## config.mk

```make
export PLATFORM = sky130hd
export DESIGN_NAME = pqfc_top
export DESIGN_NICKNAME = d
export VERILOG_FILES = /design/src/pqfc_pkg.sv /design/src/pqfc_top.sv
export SDC_FILE = /design/constraint.sdc
export NUM_CORES = 1
export LEC_CHECK = 0
export ABC_AREA = 1
export BUFFER_PORTS_ARGS = -buffer_cell sky130_fd_sc_hd__buf_2
export CAP_MARGIN = 10
export CORE_MARGIN = 2
export CORE_UTILIZATION = 60
export CTS_BUF_LIST = sky130_fd_sc_hd__clkbuf_8
export CTS_CLUSTER_DIAMETER = 120
export DETAILED_ROUTE_END_ITERATION = 6
export HOLD_SLACK_MARGIN = 0.15
export PLACE_DENSITY = 0.8
export REMOVE_ABC_BUFFERS = 1
export SLEW_MARGIN = 5
export SYNTH_ARGS = -nofsm -noshare
export SYNTH_HDL_FRONTEND = slang
export SYNTH_SLANG_ARGS = --single-unit
```

## constraint.sdc

```tcl
create_clock -name clk_sys_in -period 9.4 [get_ports clk_sys_in]
set_clock_uncertainty 0.2 [all_clocks]
set_input_delay 1.41 -clock clk_sys_in [delete_from_list [all_inputs] [get_ports clk_sys_in]]
set_output_delay 1.41 -clock clk_sys_in [all_outputs]
set_load 0.1 [all_outputs]
```

## src/pqfc_pkg.sv

```systemverilog
// shared constants and types of the packet queue and flow control block
package pqfc_pkg;
    // ************************************************************
    // register offsets
    // ************************************************************
    localparam logic [4:0] PQFC_A_AGG_CFG = 5'h00;
    localparam logic [4:0] PQFC_A_QPTR_RST = 5'h01;
    localparam logic [4:0] PQFC_A_CONN_EN = 5'h02;
    localparam logic [4:0] PQFC_A_TX_SIZE = 5'h03;
    localparam logic [4:0] PQFC_A_RX_SIZE = 5'h04;
    localparam logic [4:0] PQFC_A_TX_HI = 5'h05;
    localparam logic [4:0] PQFC_A_TX_LO = 5'h06;
    localparam logic [4:0] PQFC_A_RX_HI = 5'h07;
    localparam logic [4:0] PQFC_A_RX_LO = 5'h08;
    localparam logic [4:0] PQFC_A_TX_LAT = 5'h09;
    localparam logic [4:0] PQFC_A_TX_IE = 5'h0a;
    localparam logic [4:0] PQFC_A_RX_LAT = 5'h0b;
    localparam logic [4:0] PQFC_A_RX_IE = 5'h0c;
    localparam logic [4:0] PQFC_A_GL_IE = 5'h0d;
    localparam logic [4:0] PQFC_A_GL_IS = 5'h0e;
    localparam logic [4:0] PQFC_A_FC_CFG = 5'h0f;
    localparam logic [4:0] PQFC_A_PAUSE_LO = 5'h10;
    localparam logic [4:0] PQFC_A_PAUSE_HI = 5'h11;
    localparam logic [4:0] PQFC_A_RX_CNT_LO = 5'h12;
    localparam logic [4:0] PQFC_A_RX_CNT_HI = 5'h13;
    localparam logic [4:0] PQFC_A_TX_CNT_LO = 5'h14;
    localparam logic [4:0] PQFC_A_TX_CNT_HI = 5'h15;
    // ************************************************************
    // field positions
    // ************************************************************
    localparam int PQFC_B_RX_EN = 0;
    localparam int PQFC_B_SEND_EN = 1;
    localparam int PQFC_B_LINK0 = 2;
    localparam int PQFC_B_HI = 0;
    localparam int PQFC_B_LO = 1;
    localparam int PQFC_B_AUTO = 0;
    localparam int PQFC_B_FCE = 1;
    localparam int PQFC_B_FCB = 2;
    localparam int PQFC_B_JAM_ENABLE_BIT = 3;
    localparam int PQFC_B_FDX = 4;
    // ************************************************************
    // sizes, counts and reset values
    // ************************************************************
    localparam int PQFC_BLOCK_PKTS = 32;
    localparam int PQFC_BLOCK_SHIFT = 5;
    localparam int PQFC_PKT_BYTES = 2048;
    localparam int PQFC_SDRAM_SLOTS = 8192;
    localparam int PQFC_SLOT_W = 13;
    localparam int PQFC_LINKS = 4;
    localparam logic [2:0] PQFC_JAM_BYTES = 3'h4;
    localparam logic [4:0] PQFC_FC_RST = 5'h01;
    localparam logic [15:0] PQFC_PAUSE_RST = 16'h0050;
    localparam logic [7:0] PQFC_IDLE_BYTE = 8'hff;

    typedef enum logic [1:0] {
        PQFC_JAM_IDLE = 2'b01,
        PQFC_JAM_ACTIVE = 2'b10
    } pqfc_jam_t;

    // one transfer request toward the sdram arbiter
    typedef struct packed {
        logic valid;
        logic wr;
    } pqfc_req_t;

    typedef struct packed {
        logic [7:0] agg_cfg;
        logic conn_en;
        logic [7:0] tx_size;
        logic [7:0] rx_size;
        logic [7:0] tx_hi;
        logic [7:0] tx_lo;
        logic [7:0] rx_hi;
        logic [7:0] rx_lo;
        logic [1:0] tx_lat;
        logic [1:0] tx_ie;
        logic [1:0] rx_lat;
        logic [1:0] rx_ie;
        logic [1:0] gl_ie;
        logic [4:0] fc_cfg;
        logic [15:0] pause_val;
        logic [12:0] tx_wp;
        logic [12:0] tx_rp;
        logic [12:0] tx_cnt;
        logic [12:0] rx_wp;
        logic [12:0] rx_rp;
        logic [12:0] rx_cnt;
        logic tx_above_hi;
        logic tx_above_lo;
        logic rx_above_hi;
        logic rx_above_lo;
        logic [7:0] rdata;
        logic arb_last_hdlc;
        logic gnt_mac;
        logic gnt_hdlc;
        logic cmd_valid;
        logic cmd_wr;
        logic [12:0] cmd_slot;
        logic [1:0] link_sel;
        logic [7:0] stripe_byte;
        logic [1:0] stripe_link;
        logic stripe_valid;
        logic [7:0] hdlc_rx_byte;
        logic hdlc_rx_valid;
        logic hdlc_clk_en;
        logic pause_req;
        pqfc_jam_t jam_st;
        logic [2:0] jam_cnt;
        logic irq;
    } pqfc_state_t;
endpackage : pqfc_pkg

```

## src/pqfc_top.sv

```systemverilog
// packet queue manager, sdram arbiter, link striping and ethernet flow control
// ************************************************************
// Summary of operation
// - outgoing bytes go one at a time to each enabled link in turn.
// - one connection with a receive queue and a transmit queue.
// - queue size counts blocks of 32 packet slots of 2048 bytes.
// - the connection may be unidirectional or bidirectional, per the agg_cfg send and receive enables.
// - disconnect flushes queues, sends ones outward, stops hdlc clock.
// - rising past high watermark latches a flag and may interrupt.
// - reading a latched threshold register clears its flags.
// - crossing the low watermark latches a separate flag.
// - receive queue has its own size, watermarks, flags and enables.
// - no overlap check and no error for overlapping queues.
// - arbiter grants mac and hdlc requests to the single sdram.
// - half duplex flow control jams to force remote collisions.
// - full duplex flow control sends pause with programmed timer.
// - auto mode owns pause bits, driven by receive high threshold.
// - auto full duplex pauses on each frame while above threshold.
// - auto half duplex jams 4 bytes of each new frame above threshold.
// ************************************************************
`timescale 1ns/1ps
`default_nettype none
module pqfc_top
    import pqfc_pkg::*;
(
    // clock and reset
    input wire logic clk_sys_in,
    input wire logic rst_in,
    // register port
    input wire logic [4:0] addr_in,
    input wire logic [7:0] wr_data_in,
    input wire logic wr_in,
    input wire logic rd_in,
    output logic [7:0] rd_data_out,
    // sdram arbiter
    input wire pqfc_req_t mac_req_in,
    input wire pqfc_req_t hdlc_req_in,
    input wire logic sdram_busy_in,
    output logic mac_gnt_out,
    output logic hdlc_gnt_out,
    output logic sdram_cmd_valid_out,
    output logic sdram_cmd_wr_out,
    output logic [12:0] sdram_slot_out,
    // serial side
    input wire logic [7:0] tx_byte_in,
    input wire logic tx_byte_valid_in,
    input wire logic [7:0] link_rx_byte_in,
    input wire logic link_rx_valid_in,
    output logic [7:0] stripe_byte_out,
    output logic [1:0] stripe_link_out,
    output logic stripe_valid_out,
    output logic [7:0] hdlc_rx_byte_out,
    output logic hdlc_rx_valid_out,
    output logic hdlc_clk_en_out,
    // mac flow control
    input wire logic mac_frame_start_in,
    input wire logic mac_frame_end_in,
    input wire logic mac_rx_byte_in,
    output logic pause_req_out,
    output logic [15:0] pause_timer_out,
    output logic jam_out,
    output logic queue_irq_out
);
    pqfc_state_t s_r;
    pqfc_state_t s_nxt;

    logic [12:0] tx_lim;
    logic [12:0] rx_lim;
    logic tx_hi_now;
    logic tx_lo_now;
    logic rx_hi_now;
    logic rx_lo_now;
    logic [1:0] tx_set;
    logic [1:0] rx_set;
    logic auto_fc;
    logic fce_eff;
    logic mac_ok;
    logic hdlc_ok;
    logic pick_mac;
    logic pick_hdlc;
    logic tx_enq;
    logic tx_deq;
    logic rx_enq;
    logic rx_deq;
    logic qptr_rst;
    logic [3:0] link_en;

    function automatic logic [12:0] inc_wrap(input logic [12:0] ptr, input logic [12:0] lim);
        logic [12:0] p1;
        p1 = ptr + 13'h0001;
        return (p1 == lim) ? 13'h0000 : p1;
    endfunction : inc_wrap

    // next enabled link after the current one, wrapping round
    function automatic logic [1:0] next_link(input logic [1:0] sel, input logic [3:0] en);
        logic [1:0] c;
        logic [1:0] res;
        logic found;
        res = sel;
        found = 1'b0;
        for (int i = 1; i <= PQFC_LINKS; i++) begin
            c = sel + 2'(i);
            if (!found && en[c]) begin
                res = c;
                found = 1'b1;
            end
        end
        return res;
    endfunction : next_link

    // ************************************************************
    // queue occupancy and watermarks
    // ************************************************************
    assign tx_lim = {s_r.tx_size, 5'h00};
    assign rx_lim = {s_r.rx_size, 5'h00};
    assign tx_hi_now = s_r.tx_cnt > {s_r.tx_hi, 5'h00};
    assign tx_lo_now = s_r.tx_cnt > {s_r.tx_lo, 5'h00};
    assign rx_hi_now = s_r.rx_cnt > {s_r.rx_hi, 5'h00};
    assign rx_lo_now = s_r.rx_cnt > {s_r.rx_lo, 5'h00};
    assign tx_set = {tx_lo_now != s_r.tx_above_lo, tx_hi_now & ~s_r.tx_above_hi};
    assign rx_set = {rx_lo_now != s_r.rx_above_lo, rx_hi_now & ~s_r.rx_above_hi};
    assign auto_fc = s_r.fc_cfg[PQFC_B_AUTO];
    assign fce_eff = auto_fc | s_r.fc_cfg[PQFC_B_FCE];
    assign link_en = s_r.agg_cfg[PQFC_B_LINK0 +: PQFC_LINKS];
    assign qptr_rst = wr_in && addr_in == PQFC_A_QPTR_RST && wr_data_in[0];

    // ************************************************************
    // arbiter: mac enqueues rx / dequeues tx, hdlc the reverse
    // ************************************************************
    // a requester that sees its grant drops the request next cycle, so
    // it is not granted again while its grant is still showing
    assign mac_ok = mac_req_in.valid && s_r.conn_en && !s_r.gnt_mac
        && (mac_req_in.wr ? (s_r.rx_cnt != rx_lim) : (s_r.tx_cnt != 13'h0000));
    assign hdlc_ok = hdlc_req_in.valid && s_r.conn_en && !s_r.gnt_hdlc
        && (hdlc_req_in.wr ? (s_r.tx_cnt != tx_lim) : (s_r.rx_cnt != 13'h0000));
    assign pick_mac = !sdram_busy_in && mac_ok && (!hdlc_ok || s_r.arb_last_hdlc);
    assign pick_hdlc = !sdram_busy_in && hdlc_ok && !pick_mac;
    assign rx_enq = pick_mac && mac_req_in.wr;
    assign tx_deq = pick_mac && !mac_req_in.wr;
    assign tx_enq = pick_hdlc && hdlc_req_in.wr;
    assign rx_deq = pick_hdlc && !hdlc_req_in.wr;

    always_comb begin
        s_nxt = s_r;
        // ************************************************************
        // register writes
        // ************************************************************
        if (wr_in) begin
            case (addr_in)
                PQFC_A_AGG_CFG: s_nxt.agg_cfg = wr_data_in;
                PQFC_A_CONN_EN: s_nxt.conn_en = wr_data_in[0];
                PQFC_A_TX_SIZE: s_nxt.tx_size = wr_data_in;
                PQFC_A_RX_SIZE: s_nxt.rx_size = wr_data_in;
                PQFC_A_TX_HI: s_nxt.tx_hi = wr_data_in;
                PQFC_A_TX_LO: s_nxt.tx_lo = wr_data_in;
                PQFC_A_RX_HI: s_nxt.rx_hi = wr_data_in;
                PQFC_A_RX_LO: s_nxt.rx_lo = wr_data_in;
                PQFC_A_TX_IE: s_nxt.tx_ie = wr_data_in[1:0];
                PQFC_A_RX_IE: s_nxt.rx_ie = wr_data_in[1:0];
                PQFC_A_GL_IE: s_nxt.gl_ie = wr_data_in[1:0];
                PQFC_A_FC_CFG: begin
                    s_nxt.fc_cfg[PQFC_B_AUTO] = wr_data_in[PQFC_B_AUTO];
                    s_nxt.fc_cfg[PQFC_B_FDX] = wr_data_in[PQFC_B_FDX];
                    s_nxt.fc_cfg[PQFC_B_JAM_ENABLE_BIT] = wr_data_in[PQFC_B_JAM_ENABLE_BIT];
                    // pause bits belong to the hardware in auto mode
                    if (!auto_fc) begin
                        s_nxt.fc_cfg[PQFC_B_FCE] = wr_data_in[PQFC_B_FCE];
                        s_nxt.fc_cfg[PQFC_B_FCB] = wr_data_in[PQFC_B_FCB];
                    end
                end
                PQFC_A_PAUSE_LO: s_nxt.pause_val[7:0] = wr_data_in;
                PQFC_A_PAUSE_HI: s_nxt.pause_val[15:8] = wr_data_in;
                default: s_nxt.rdata = s_r.rdata;
            endcase
        end
        // ************************************************************
        // latched flags: a new crossing beats the read clear
        // ************************************************************
        s_nxt.tx_lat = ((rd_in && addr_in == PQFC_A_TX_LAT) ? 2'b00 : s_r.tx_lat) | tx_set;
        s_nxt.rx_lat = ((rd_in && addr_in == PQFC_A_RX_LAT) ? 2'b00 : s_r.rx_lat) | rx_set;
        s_nxt.tx_above_hi = tx_hi_now;
        s_nxt.tx_above_lo = tx_lo_now;
        s_nxt.rx_above_hi = rx_hi_now;
        s_nxt.rx_above_lo = rx_lo_now;
        s_nxt.irq = (s_r.gl_ie[0] && |(s_r.tx_lat & s_r.tx_ie))
            || (s_r.gl_ie[1] && |(s_r.rx_lat & s_r.rx_ie));
        // ************************************************************
        // register reads, answered in the following cycle
        // ************************************************************
        s_nxt.rdata = 8'h00;
        if (rd_in) begin
            case (addr_in)
                PQFC_A_AGG_CFG: s_nxt.rdata = s_r.agg_cfg;
                PQFC_A_CONN_EN: s_nxt.rdata = {7'h00, s_r.conn_en};
                PQFC_A_TX_SIZE: s_nxt.rdata = s_r.tx_size;
                PQFC_A_RX_SIZE: s_nxt.rdata = s_r.rx_size;
                PQFC_A_TX_HI: s_nxt.rdata = s_r.tx_hi;
                PQFC_A_TX_LO: s_nxt.rdata = s_r.tx_lo;
                PQFC_A_RX_HI: s_nxt.rdata = s_r.rx_hi;
                PQFC_A_RX_LO: s_nxt.rdata = s_r.rx_lo;
                PQFC_A_TX_LAT: s_nxt.rdata = {6'h00, s_r.tx_lat};
                PQFC_A_TX_IE: s_nxt.rdata = {6'h00, s_r.tx_ie};
                PQFC_A_RX_LAT: s_nxt.rdata = {6'h00, s_r.rx_lat};
                PQFC_A_RX_IE: s_nxt.rdata = {6'h00, s_r.rx_ie};
                PQFC_A_GL_IE: s_nxt.rdata = {6'h00, s_r.gl_ie};
                PQFC_A_GL_IS: s_nxt.rdata = {6'h00, |(s_r.rx_lat & s_r.rx_ie),
                    |(s_r.tx_lat & s_r.tx_ie)};
                PQFC_A_FC_CFG: s_nxt.rdata = {3'h0, s_r.fc_cfg[4:3],
                    auto_fc ? s_r.pause_req : s_r.fc_cfg[PQFC_B_FCB], fce_eff,
                    auto_fc};
                PQFC_A_PAUSE_LO: s_nxt.rdata = s_r.pause_val[7:0];
                PQFC_A_PAUSE_HI: s_nxt.rdata = s_r.pause_val[15:8];
                PQFC_A_RX_CNT_LO: s_nxt.rdata = s_r.rx_cnt[7:0];
                PQFC_A_RX_CNT_HI: s_nxt.rdata = {3'h0, s_r.rx_cnt[12:8]};
                PQFC_A_TX_CNT_LO: s_nxt.rdata = s_r.tx_cnt[7:0];
                PQFC_A_TX_CNT_HI: s_nxt.rdata = {3'h0, s_r.tx_cnt[12:8]};
                default: s_nxt.rdata = 8'h00;
            endcase
        end
        // ************************************************************
        // queue pointers and sdram command
        // ************************************************************
        s_nxt.gnt_mac = pick_mac;
        s_nxt.gnt_hdlc = pick_hdlc;
        s_nxt.cmd_valid = pick_mac || pick_hdlc;
        s_nxt.cmd_wr = rx_enq || tx_enq;
        if (pick_mac || pick_hdlc) begin
            s_nxt.arb_last_hdlc = pick_hdlc;
        end
        // rx region sits right after tx; overlap is the host's concern
        if (tx_enq) begin
            s_nxt.cmd_slot = s_r.tx_wp;
        end else if (tx_deq) begin
            s_nxt.cmd_slot = s_r.tx_rp;
        end else if (rx_enq) begin
            s_nxt.cmd_slot = 13'(tx_lim + s_r.rx_wp);
        end else if (rx_deq) begin
            s_nxt.cmd_slot = 13'(tx_lim + s_r.rx_rp);
        end
        if (tx_enq) begin
            s_nxt.tx_wp = inc_wrap(s_r.tx_wp, tx_lim);
            s_nxt.tx_cnt = s_r.tx_cnt + 13'h0001;
        end
        if (tx_deq) begin
            s_nxt.tx_rp = inc_wrap(s_r.tx_rp, tx_lim);
            s_nxt.tx_cnt = s_r.tx_cnt - 13'h0001;
        end
        if (rx_enq) begin
            s_nxt.rx_wp = inc_wrap(s_r.rx_wp, rx_lim);
            s_nxt.rx_cnt = s_r.rx_cnt + 13'h0001;
        end
        if (rx_deq) begin
            s_nxt.rx_rp = inc_wrap(s_r.rx_rp, rx_lim);
            s_nxt.rx_cnt = s_r.rx_cnt - 13'h0001;
        end
        if (qptr_rst || !s_r.conn_en) begin
            s_nxt.tx_wp = 13'h0000;
            s_nxt.tx_rp = 13'h0000;
            s_nxt.tx_cnt = 13'h0000;
            s_nxt.rx_wp = 13'h0000;
            s_nxt.rx_rp = 13'h0000;
            s_nxt.rx_cnt = 13'h0000;
        end
        // ************************************************************
        // serial side: striping and idle ones while disconnected
        // ************************************************************
        s_nxt.stripe_valid = tx_byte_valid_in;
        s_nxt.stripe_link = s_r.link_sel;
        s_nxt.stripe_byte = PQFC_IDLE_BYTE;
        if (s_r.conn_en && s_r.agg_cfg[PQFC_B_SEND_EN] && link_en != 4'h0) begin
            if (!link_en[s_r.link_sel]) begin
                s_nxt.link_sel = next_link(s_r.link_sel, link_en);
            end else if (tx_byte_valid_in) begin
                s_nxt.stripe_byte = tx_byte_in;
                s_nxt.link_sel = next_link(s_r.link_sel, link_en);
            end
        end
        s_nxt.hdlc_rx_valid = link_rx_valid_in;
        s_nxt.hdlc_rx_byte = (s_r.conn_en && s_r.agg_cfg[PQFC_B_RX_EN])
            ? link_rx_byte_in : PQFC_IDLE_BYTE;
        s_nxt.hdlc_clk_en = s_r.conn_en;
        // ************************************************************
        // flow control: pause in full duplex, jam in half duplex
        // ************************************************************
        s_nxt.pause_req = 1'b0;
        if (s_r.fc_cfg[PQFC_B_FDX] && fce_eff) begin
            if (auto_fc) begin
                s_nxt.pause_req = rx_hi_now && mac_frame_end_in;
            end else if (s_r.fc_cfg[PQFC_B_FCB]) begin
                s_nxt.pause_req = 1'b1;
                s_nxt.fc_cfg[PQFC_B_FCB] = 1'b0;
            end
        end
        case (s_r.jam_st)
            PQFC_JAM_IDLE: begin
                s_nxt.jam_cnt = 3'h0;
                // only a frame that starts now is jammed, never the one in flight
                if (!s_r.fc_cfg[PQFC_B_FDX] && fce_eff && mac_frame_start_in
                    && (auto_fc ? rx_hi_now : s_r.fc_cfg[PQFC_B_JAM_ENABLE_BIT])) begin
                    s_nxt.jam_st = PQFC_JAM_ACTIVE;
                end
            end
            PQFC_JAM_ACTIVE: begin
                if (mac_rx_byte_in) begin
                    s_nxt.jam_cnt = s_r.jam_cnt + 3'h1;
                    if (s_r.jam_cnt == PQFC_JAM_BYTES - 3'h1) begin
                        s_nxt.jam_st = PQFC_JAM_IDLE;
                    end
                end
            end
            default: s_nxt.jam_st = PQFC_JAM_IDLE;
        endcase
    end

    always_ff @(posedge clk_sys_in or posedge rst_in) begin
        if (rst_in) begin
            s_r <= '0;
            s_r.fc_cfg <= PQFC_FC_RST;
            s_r.pause_val <= PQFC_PAUSE_RST;
            s_r.jam_st <= PQFC_JAM_IDLE;
            s_r.stripe_byte <= PQFC_IDLE_BYTE;
            s_r.hdlc_rx_byte <= PQFC_IDLE_BYTE;
        end else begin
            s_r <= s_nxt;
        end
    end

    assign rd_data_out = s_r.rdata;
    assign mac_gnt_out = s_r.gnt_mac;
    assign hdlc_gnt_out = s_r.gnt_hdlc;
    assign sdram_cmd_valid_out = s_r.cmd_valid;
    assign sdram_cmd_wr_out = s_r.cmd_wr;
    assign sdram_slot_out = s_r.cmd_slot;
    assign stripe_byte_out = s_r.stripe_byte;
    assign stripe_link_out = s_r.stripe_link;
    assign stripe_valid_out = s_r.stripe_valid;
    assign hdlc_rx_byte_out = s_r.hdlc_rx_byte;
    assign hdlc_rx_valid_out = s_r.hdlc_rx_valid;
    assign hdlc_clk_en_out = s_r.hdlc_clk_en;
    assign pause_req_out = s_r.pause_req;
    assign pause_timer_out = s_r.pause_val;
    assign jam_out = s_r.jam_st == PQFC_JAM_ACTIVE;
    assign queue_irq_out = s_r.irq;

    // ************************************************************
    // checks
    // ************************************************************
    read_clear_a: assert property (@(posedge clk_sys_in) disable iff (rst_in)
        (rd_in && addr_in == PQFC_A_TX_LAT && tx_set == 2'b00) |=> (s_r.tx_lat == 2'b00))
        else $error("tx latched flags not cleared by read");
    disc_ones_a: assert property (@(posedge clk_sys_in) disable iff (rst_in)
        !s_r.conn_en |=> (stripe_byte_out == 8'hff && hdlc_rx_byte_out == 8'hff
            && !hdlc_clk_en_out))
        else $error("disconnected outputs not idle");
    flush_a: assert property (@(posedge clk_sys_in) disable iff (rst_in)
        !s_r.conn_en |=> (s_r.tx_cnt == 13'h0000 && s_r.rx_cnt == 13'h0000))
        else $error("queues not flushed on disconnect");
    high_flag_a: assert property (@(posedge clk_sys_in) disable iff (rst_in)
        (tx_hi_now && !s_r.tx_above_hi) |=> s_r.tx_lat[PQFC_B_HI])
        else $error("tx high crossing not latched");
    low_flag_a: assert property (@(posedge clk_sys_in) disable iff (rst_in)
        (rx_lo_now != s_r.rx_above_lo) |=> s_r.rx_lat[PQFC_B_LO])
        else $error("rx low crossing not latched");
    jam_len_a: assert property (@(posedge clk_sys_in) disable iff (rst_in)
        (jam_out && mac_rx_byte_in && s_r.jam_cnt == 3'h3) |=> !jam_out)
        else $error("jam longer than four bytes");
    pause_auto_a: assert property (@(posedge clk_sys_in) disable iff (rst_in)
        (auto_fc && s_r.fc_cfg[PQFC_B_FDX] && rx_hi_now && mac_frame_end_in)
            |=> pause_req_out)
        else $error("no pause for frame above high threshold");
    grant_excl_a: assert property (@(posedge clk_sys_in) disable iff (rst_in)
        (mac_gnt_out || hdlc_gnt_out) |-> (!(mac_gnt_out && hdlc_gnt_out)
            && sdram_cmd_valid_out))
        else $error("bad sdram grant");
endmodule : pqfc_top
`default_nettype wire

```

**Word level (Yosys, flattened, before mapping)**

Index checks and enable logic that the tools add are counted.

- Equality and inequality tests: 38
- Bitwise operators: 10
- Reductions and logical operators: 86
- $add $sub $neg: 14
- Order comparisons: 8
- Muxes and demuxes: 79

Operators by type and width:

| cell | count |
|---|---|
| $pmux W8 S21 | 1 |
| $mux W13 | 12 |
| $add A13 B1 Y13 const B | 6 |
| $mux W78 | 1 |
| $eq A13 B13 Y1 | 4 |
| $gt A13 B13 Y1 | 4 |
| $mux W26 | 2 |
| $mux W8 | 6 |
| $eq A5 B4 Y1 const B | 8 |
| $logic_and A1 B1 Y1 | 34 |
| $mux W1 | 34 |
| $eq A5 B5 Y1 const B | 6 |
| $reduce_and A2 Y1 | 15 |
| $add A13 B13 Y13 | 2 |
| $mux W2 | 13 |
| $ne A13 B13 Y1 | 2 |
| $reduce_bool A13 Y1 | 2 |
| $sub A13 B1 Y13 const B | 2 |
| $eq A5 B3 Y1 const B | 4 |
| $mux W19 | 1 |
| $logic_not A1 Y1 | 15 |
| $lt A2 B3 Y1 const B | 4 |
| $eq A5 B2 Y1 const B | 2 |
| $mux W10 | 1 |
| other kinds (28) | 54 |

- Input bits: 43
- Output and inout port bits: 65
- Register bits after elaboration: 226
- Logic and storage cells: 281

**Longest topological paths before layout**

- Depth in word-level cells: 25
- Mapped depth: 24
- Mapped depth without buffers: 22

**Worst setup path before layout**

No wires, ideal clock.

- Kind: input to register
- From: input hdlc_req_in[0] (netlist name)
- To: register s_r (netlist bit sdram_slot_out[11])
- Path buffers: 2
- Required time: 9.083 ns
- Library setup time: 0.117 ns
- Setup slack: 5.194 ns
- Stages on the path: 20
- Arrival: 3.889 ns
- Cell sequence: inv_1 > nand3_1 > nor2_1 > a21oi_1 > nand3_2 > nand3_1 > buf_2 > clkbuf_1 > o21ai_0 > ha_1 > fa_1 > nand3_1 > nand2_1 > nand2_1 > a21oi_1 > nor2_1 > xor2_1 > o211ai_1 > nand3_1 > nand2_1

- Word-level cells in the longest chain between the ends: 9
- Elaborated cells between the ends (all ways): 17
- Those cells by class: mux (4); reduce/logical (13)

Ends and longest elaborated chain:

| item | line | text |
|---|---|---|
| start, declared | pqfc_top.sv:37 | `input wire pqfc_req_t hdlc_req_in,` |
| $mux W1 | pqfc_top.sv:135 | `&& (hdlc_req_in.wr ? (s_r.tx_cnt != tx_lim) : (s_r.rx_cnt != 13'h0000));` |
| $logic_and A1 B1 Y1 | pqfc_top.sv:135 |  |
| $logic_not A1 Y1 | pqfc_top.sv:136 | `assign pick_mac = !sdram_busy_in && mac_ok && (!hdlc_ok \|\| s_r.arb_last_hdlc);` |
| $logic_or A1 B1 Y1 | pqfc_top.sv:136 |  |
| $logic_and A1 B1 Y1 | pqfc_top.sv:136 |  |
| $logic_and A1 B1 Y1 or $logic_not A1 Y1 (tied branches) | pqfc_top.sv:138, pqfc_top.sv:137 |  |
| $mux W13 or $logic_and A1 B1 Y1 (tied branches) | pqfc_top.sv:235, pqfc_top.sv:137 |  |
| $mux W13 (tied with other cells) | pqfc_top.sv:233 | `end else if (tx_deq) begin` |
| $mux W13 or $reduce_bool A4 Y1 (tied branches) | n/a |  |
| end signal, assigned | pqfc_top.sv:324 | `s_r <= s_nxt;` |
| end, declared | pqfc_top.sv:64 | `pqfc_state_t s_r;` |

Several ways; a longest one is shown, not always the timed one.
A chain may end at the register's enable or synchronous reset.

**Final worst setup path**

- From: input sdram_busy_in
- To: register s_r (netlist bit sdram_slot_out[11])

- Word-level cells in the longest chain between the ends: 7
- Elaborated cells between the ends (all ways): 14
- Those cells by class: mux (3); reduce/logical (11)

Ends and longest elaborated chain:

| item | line | text |
|---|---|---|
| start, declared | pqfc_top.sv:38 | `input wire logic sdram_busy_in,` |
| $logic_not A1 Y1 (*) | pqfc_top.sv:136, pqfc_top.sv:137 |  |
| $logic_and A1 B1 Y1 (2 in series) | pqfc_top.sv:136 |  |
| $logic_and A1 B1 Y1 or $logic_not A1 Y1 (tied branches) | pqfc_top.sv:138, pqfc_top.sv:137 |  |
| $mux W13 or $logic_and A1 B1 Y1 (tied branches) | pqfc_top.sv:235, pqfc_top.sv:137 |  |
| $mux W13 (tied with other cells) | pqfc_top.sv:233 |  |
| $mux W13 or $reduce_bool A4 Y1 (tied branches) | n/a |  |

Mark *: on every way between the ends. The rest lies on a longest branch, timed or not.

==> flow_metrics.env <==
export IMPL_place_congestion=0.991
export IMPL_vias_per_cell=5.87
export IMPL_antenna_found_initial=0
export IMPL_layoutNonFillerInstCount=2324
export IMPL_routed_wl_um=43600
export IMPL_min_period_ps=4330
export IMPL_r2r_start="s_r[212]"
export IMPL_grt_pass1_vias=13100
export IMPL_hold_depth=1
export IMPL_place_inst=2255
export IMPL_synth_ff_type="dfrtp_1"
export IMPL_cp_arrival_ps=4540
export IMPL_crit_top_cell="nand2_1"
export IMPL_critPathKind="input port to flip-flop"
export IMPL_vias=13600
export IMPL_peakVddDrop_uv=140
export IMPL_clk_pin_slew_worst_paths_ps=60
export IMPL_drc=0
export IMPL_hold_violations=0
export IMPL_drv_cap=0
export IMPL_hold_path_class="flip-flop to flip-flop"
export IMPL_die_w_um=159
export IMPL_cts_made_buffers=39
export IMPL_p_per_area_nw_per_um2=187
export IMPL_synthCells=1922
export IMPL_max_freq_mhz=231
export IMPL_io_pins=108
export IMPL_clock_sinks=226
export IMPL_endpoint_kind="flip-flop"
export IMPL_slew_headroom_pct=29.5
export IMPL_reg2regPathDepth=20
export IMPL_cts_tree="built"
export IMPL_cp_start_kind="input port"
export IMPL_synth_area_top_cells="dfrtp_1, nand2_1, inv_1, ha_1, o21ai_0"
export IMPL_clock_latency_ps=550
export IMPL_avgSynthCellArea_um2=7.55
export IMPL_areaGrowthSynthToFinish_pct=7.99
export IMPL_r2r_slack_ps=5220
export IMPL_cts_resized_gates=0
export IMPL_setup_viol=0
export IMPL_postCtsSetupRepairBufs=0
export IMPL_finalSetupTns_ps=0
export IMPL_synth_edf_count=0
export IMPL_max_slew_worst_pin_slew_ps=1060
export IMPL_cp_endpoint="sdram_slot_out[11]"
export IMPL_cp_num_cells=18
export IMPL_start_util_pct=61.4
export IMPL_first_iter_violations=1421
export IMPL_cp_top_family="simple AND/OR/NAND/NOR gates"
export IMPL_synth_top_area_cell="dfrtp_1"
export IMPL_ys_types=65
export IMPL_io_buffers=107
export IMPL_dieArea_um2=25400
export IMPL_status="finished clean"
export IMPL_final_cell_area_um2=15700
export IMPL_crit_chain="buf_2, nor3_1, nand2_1, a21oi_2, nand3_1, nand2_1, o21ai_0, ha_1, fa_1, nand3_1, nand2_1, nand2_1, a21oi_1, nor2_1, xor2_1, o211ai_1, nand3_1, nand2_1"
export IMPL_drive_above_1_share_pct=12.8
export IMPL_synth_top_cell_area_share_pct=35.5
export IMPL_post_dp_cell_area_um2=14900
export IMPL_r2r_end="sdram_slot_out[11]"
export IMPL_grt_usage_pct=34.2
export IMPL_startpoint="sdram_busy_in"
export IMPL_ctsHoldBuffers=0
export IMPL_wl_per_cell_um=18.8
export IMPL_core_rowCount=56
export IMPL_dieHeight_um=159
export IMPL_root_buffer="clkbuf_8"
export IMPL_leakagePower_nw=7.90
export IMPL_synth_common_cells="nand2_1, inv_1, dfrtp_1"
export IMPL_cts_path_max_buffers=3
export IMPL_yosys_warnings=0
export IMPL_cp_num_buf_inv=1
export IMPL_synthArstFlopShare_pct=100
export IMPL_grt_pass1_wl_um=69300
export IMPL_slowest_delay_ps=530
export IMPL_coreArea_um2=23600
export IMPL_htree_levels=2
export IMPL_num_antenna_cells=0
export IMPL_cp_required_ps=9620
export IMPL_grt_max_degree=86
export IMPL_fin_nets=2090
export IMPL_drt_pass1_iter_count=6
export IMPL_synth_area_um2=14500
export IMPL_ant_nets=0
export IMPL_dpl_hpwl_um=32100
export IMPL_crit_fanout=22
export IMPL_rsz0062_at_grt="no"
export IMPL_ys_seq_elements=226
export IMPL_grt_overflow=0
export IMPL_slew_violations=0
export IMPL_timing_final_crit_share_pct=46.0
export IMPL_ys_seq_area_share_pct=39.2
export IMPL_synthMostInstantiatedCell="nand2_1"
export IMPL_slowest_stage="nand3_1"
## layer usage
layer / GRT usage, % / vias to the layer above / wire [µm]
li1: - / 6406 / -
met1: 46.3 / 6429 / 17800
met2: 54.4 / 674 / 19700
met3: 7.32 / 133 / 4410
met4: 12.6 / 0 / 1620
met5: 0 / - / 0
## flip-flops by register name, indices dropped and copies added (netlist names)
register             count
hdlc_clk_en_out          1
sdram_slot_out          13
hdlc_rx_valid_out        1
stripe_byte_out          8
stripe_valid_out         1
stripe_link_out          2
sdram_cmd_valid_out      1
queue_irq_out            1
sdram_cmd_wr_out         1
rx_lim                   8
pause_req_out            1
hdlc_rx_byte_out         8
hdlc_gnt_out             1
s_nxt                    3
s_r                    146
auto_fc                  1
rd_data_out              8
pause_timer_out         16
mac_gnt_out              1
link_en                  4
## placed cells by master, fill, tap and decap left out, types with 3 or more instances in the layout
master / count
buf_2: 107
nand2_4: 4
o31ai_1: 3
nor4_1: 3
o22ai_2: 3
a21oi_1: 61
a31oi_1: 6
or2_2: 13
xor2_1: 32
fa_1: 3
inv_2: 15
ha_1: 67
nor3_1: 18
buf_4: 5
xnor3_1: 4
nand4_1: 54
o21ai_0: 152
xnor2_1: 16
a211oi_1: 4
clkbuf_8: 51
clkinv_2: 3
o21ai_1: 5
o22ai_1: 41
nor2_1: 116
nand2_1: 541
o41ai_1: 3
o211ai_1: 12
inv_1: 242
o21ai_2: 5
a221oi_1: 10
clkinv_1: 3
o21bai_1: 11
nand3_2: 4
dfrtp_1: 206
nand3_1: 111
o2111ai_1: 3
dfstp_2: 20
nor2_2: 8
## cells by family after synthesis
group | synth area share [%]
AOI/OAI and AO/OA | 13.7
xor gates and xnor gates | 3.52
adders and majority gates | 6.19
buffers and inverters | 10.9
DFF | 39.2
and+or+nand+nor | 26.5
## per-stage QoR
stage / setup WS, ps / hold WS, ps / utilization (%) / total power [mW]
3_3_place_gp: 4740 / 217 / 62.9 / 1.99
3_5_place_dp: 4600 / 225 / 62.9 / 2.01
4_1_cts: 5120 / 230 / 66.4 / 2.94
5_1_grt: 4730 / 242 / 66.4 / 3.07
6_report: 5070 / 231 / 66.4 / 2.94
2_1_floorplan: 1630 / 210 / - / 1.79
## final cells by class
cell class	instances	area, µm²
clock buffers	51	702
repair buffers	112	573
inverters	251	955
multi-input cells	1347	7250
clock inverters	18	106
flip-flops and latches	226	5680
fillers	2095	7950
well taps	319	399
## report_power, final
part           leakage, nW  internal, mW  switching, mW
clock                0.461         0.513          0.415
combinational         4.48         0.186          0.628
sequential            2.96          1.08          0.111
total                 7.90          1.78           1.15
## worst min-delay path by stage
| stage | start | endpoint | slack (ps) |
|---|---|---|---|
| global route | s_r[57] | s_r[163] | 240 |
| CTS | s_r[57] | s_r[163] | 230 |
| detailed placement | s_r[57] | s_r[163] | 220 |
| floorplan | s_r[57] | s_r[163] | 210 |
| finish | s_r[57] | s_r[163] | 230 |
| global placement | s_r[57] | s_r[163] | 220 |
## worst reg2reg max path: cells and delay by family, from the launching register on
| kind | cells | cell delay, ps |
|---|---|---|
| AND/OR/NAND/NOR | 13 | 1960 |
| adder cells (fa/ha/maj) | 2 | 670 |
| XOR/XNOR | 1 | 150 |
| AO/OA/AOI/OAI | 3 | 290 |
| flip-flops | 1 | 510 |
| buffers and inverters | 1 | 250 |
No activity file was read; power rests on OpenSTA's default activity.
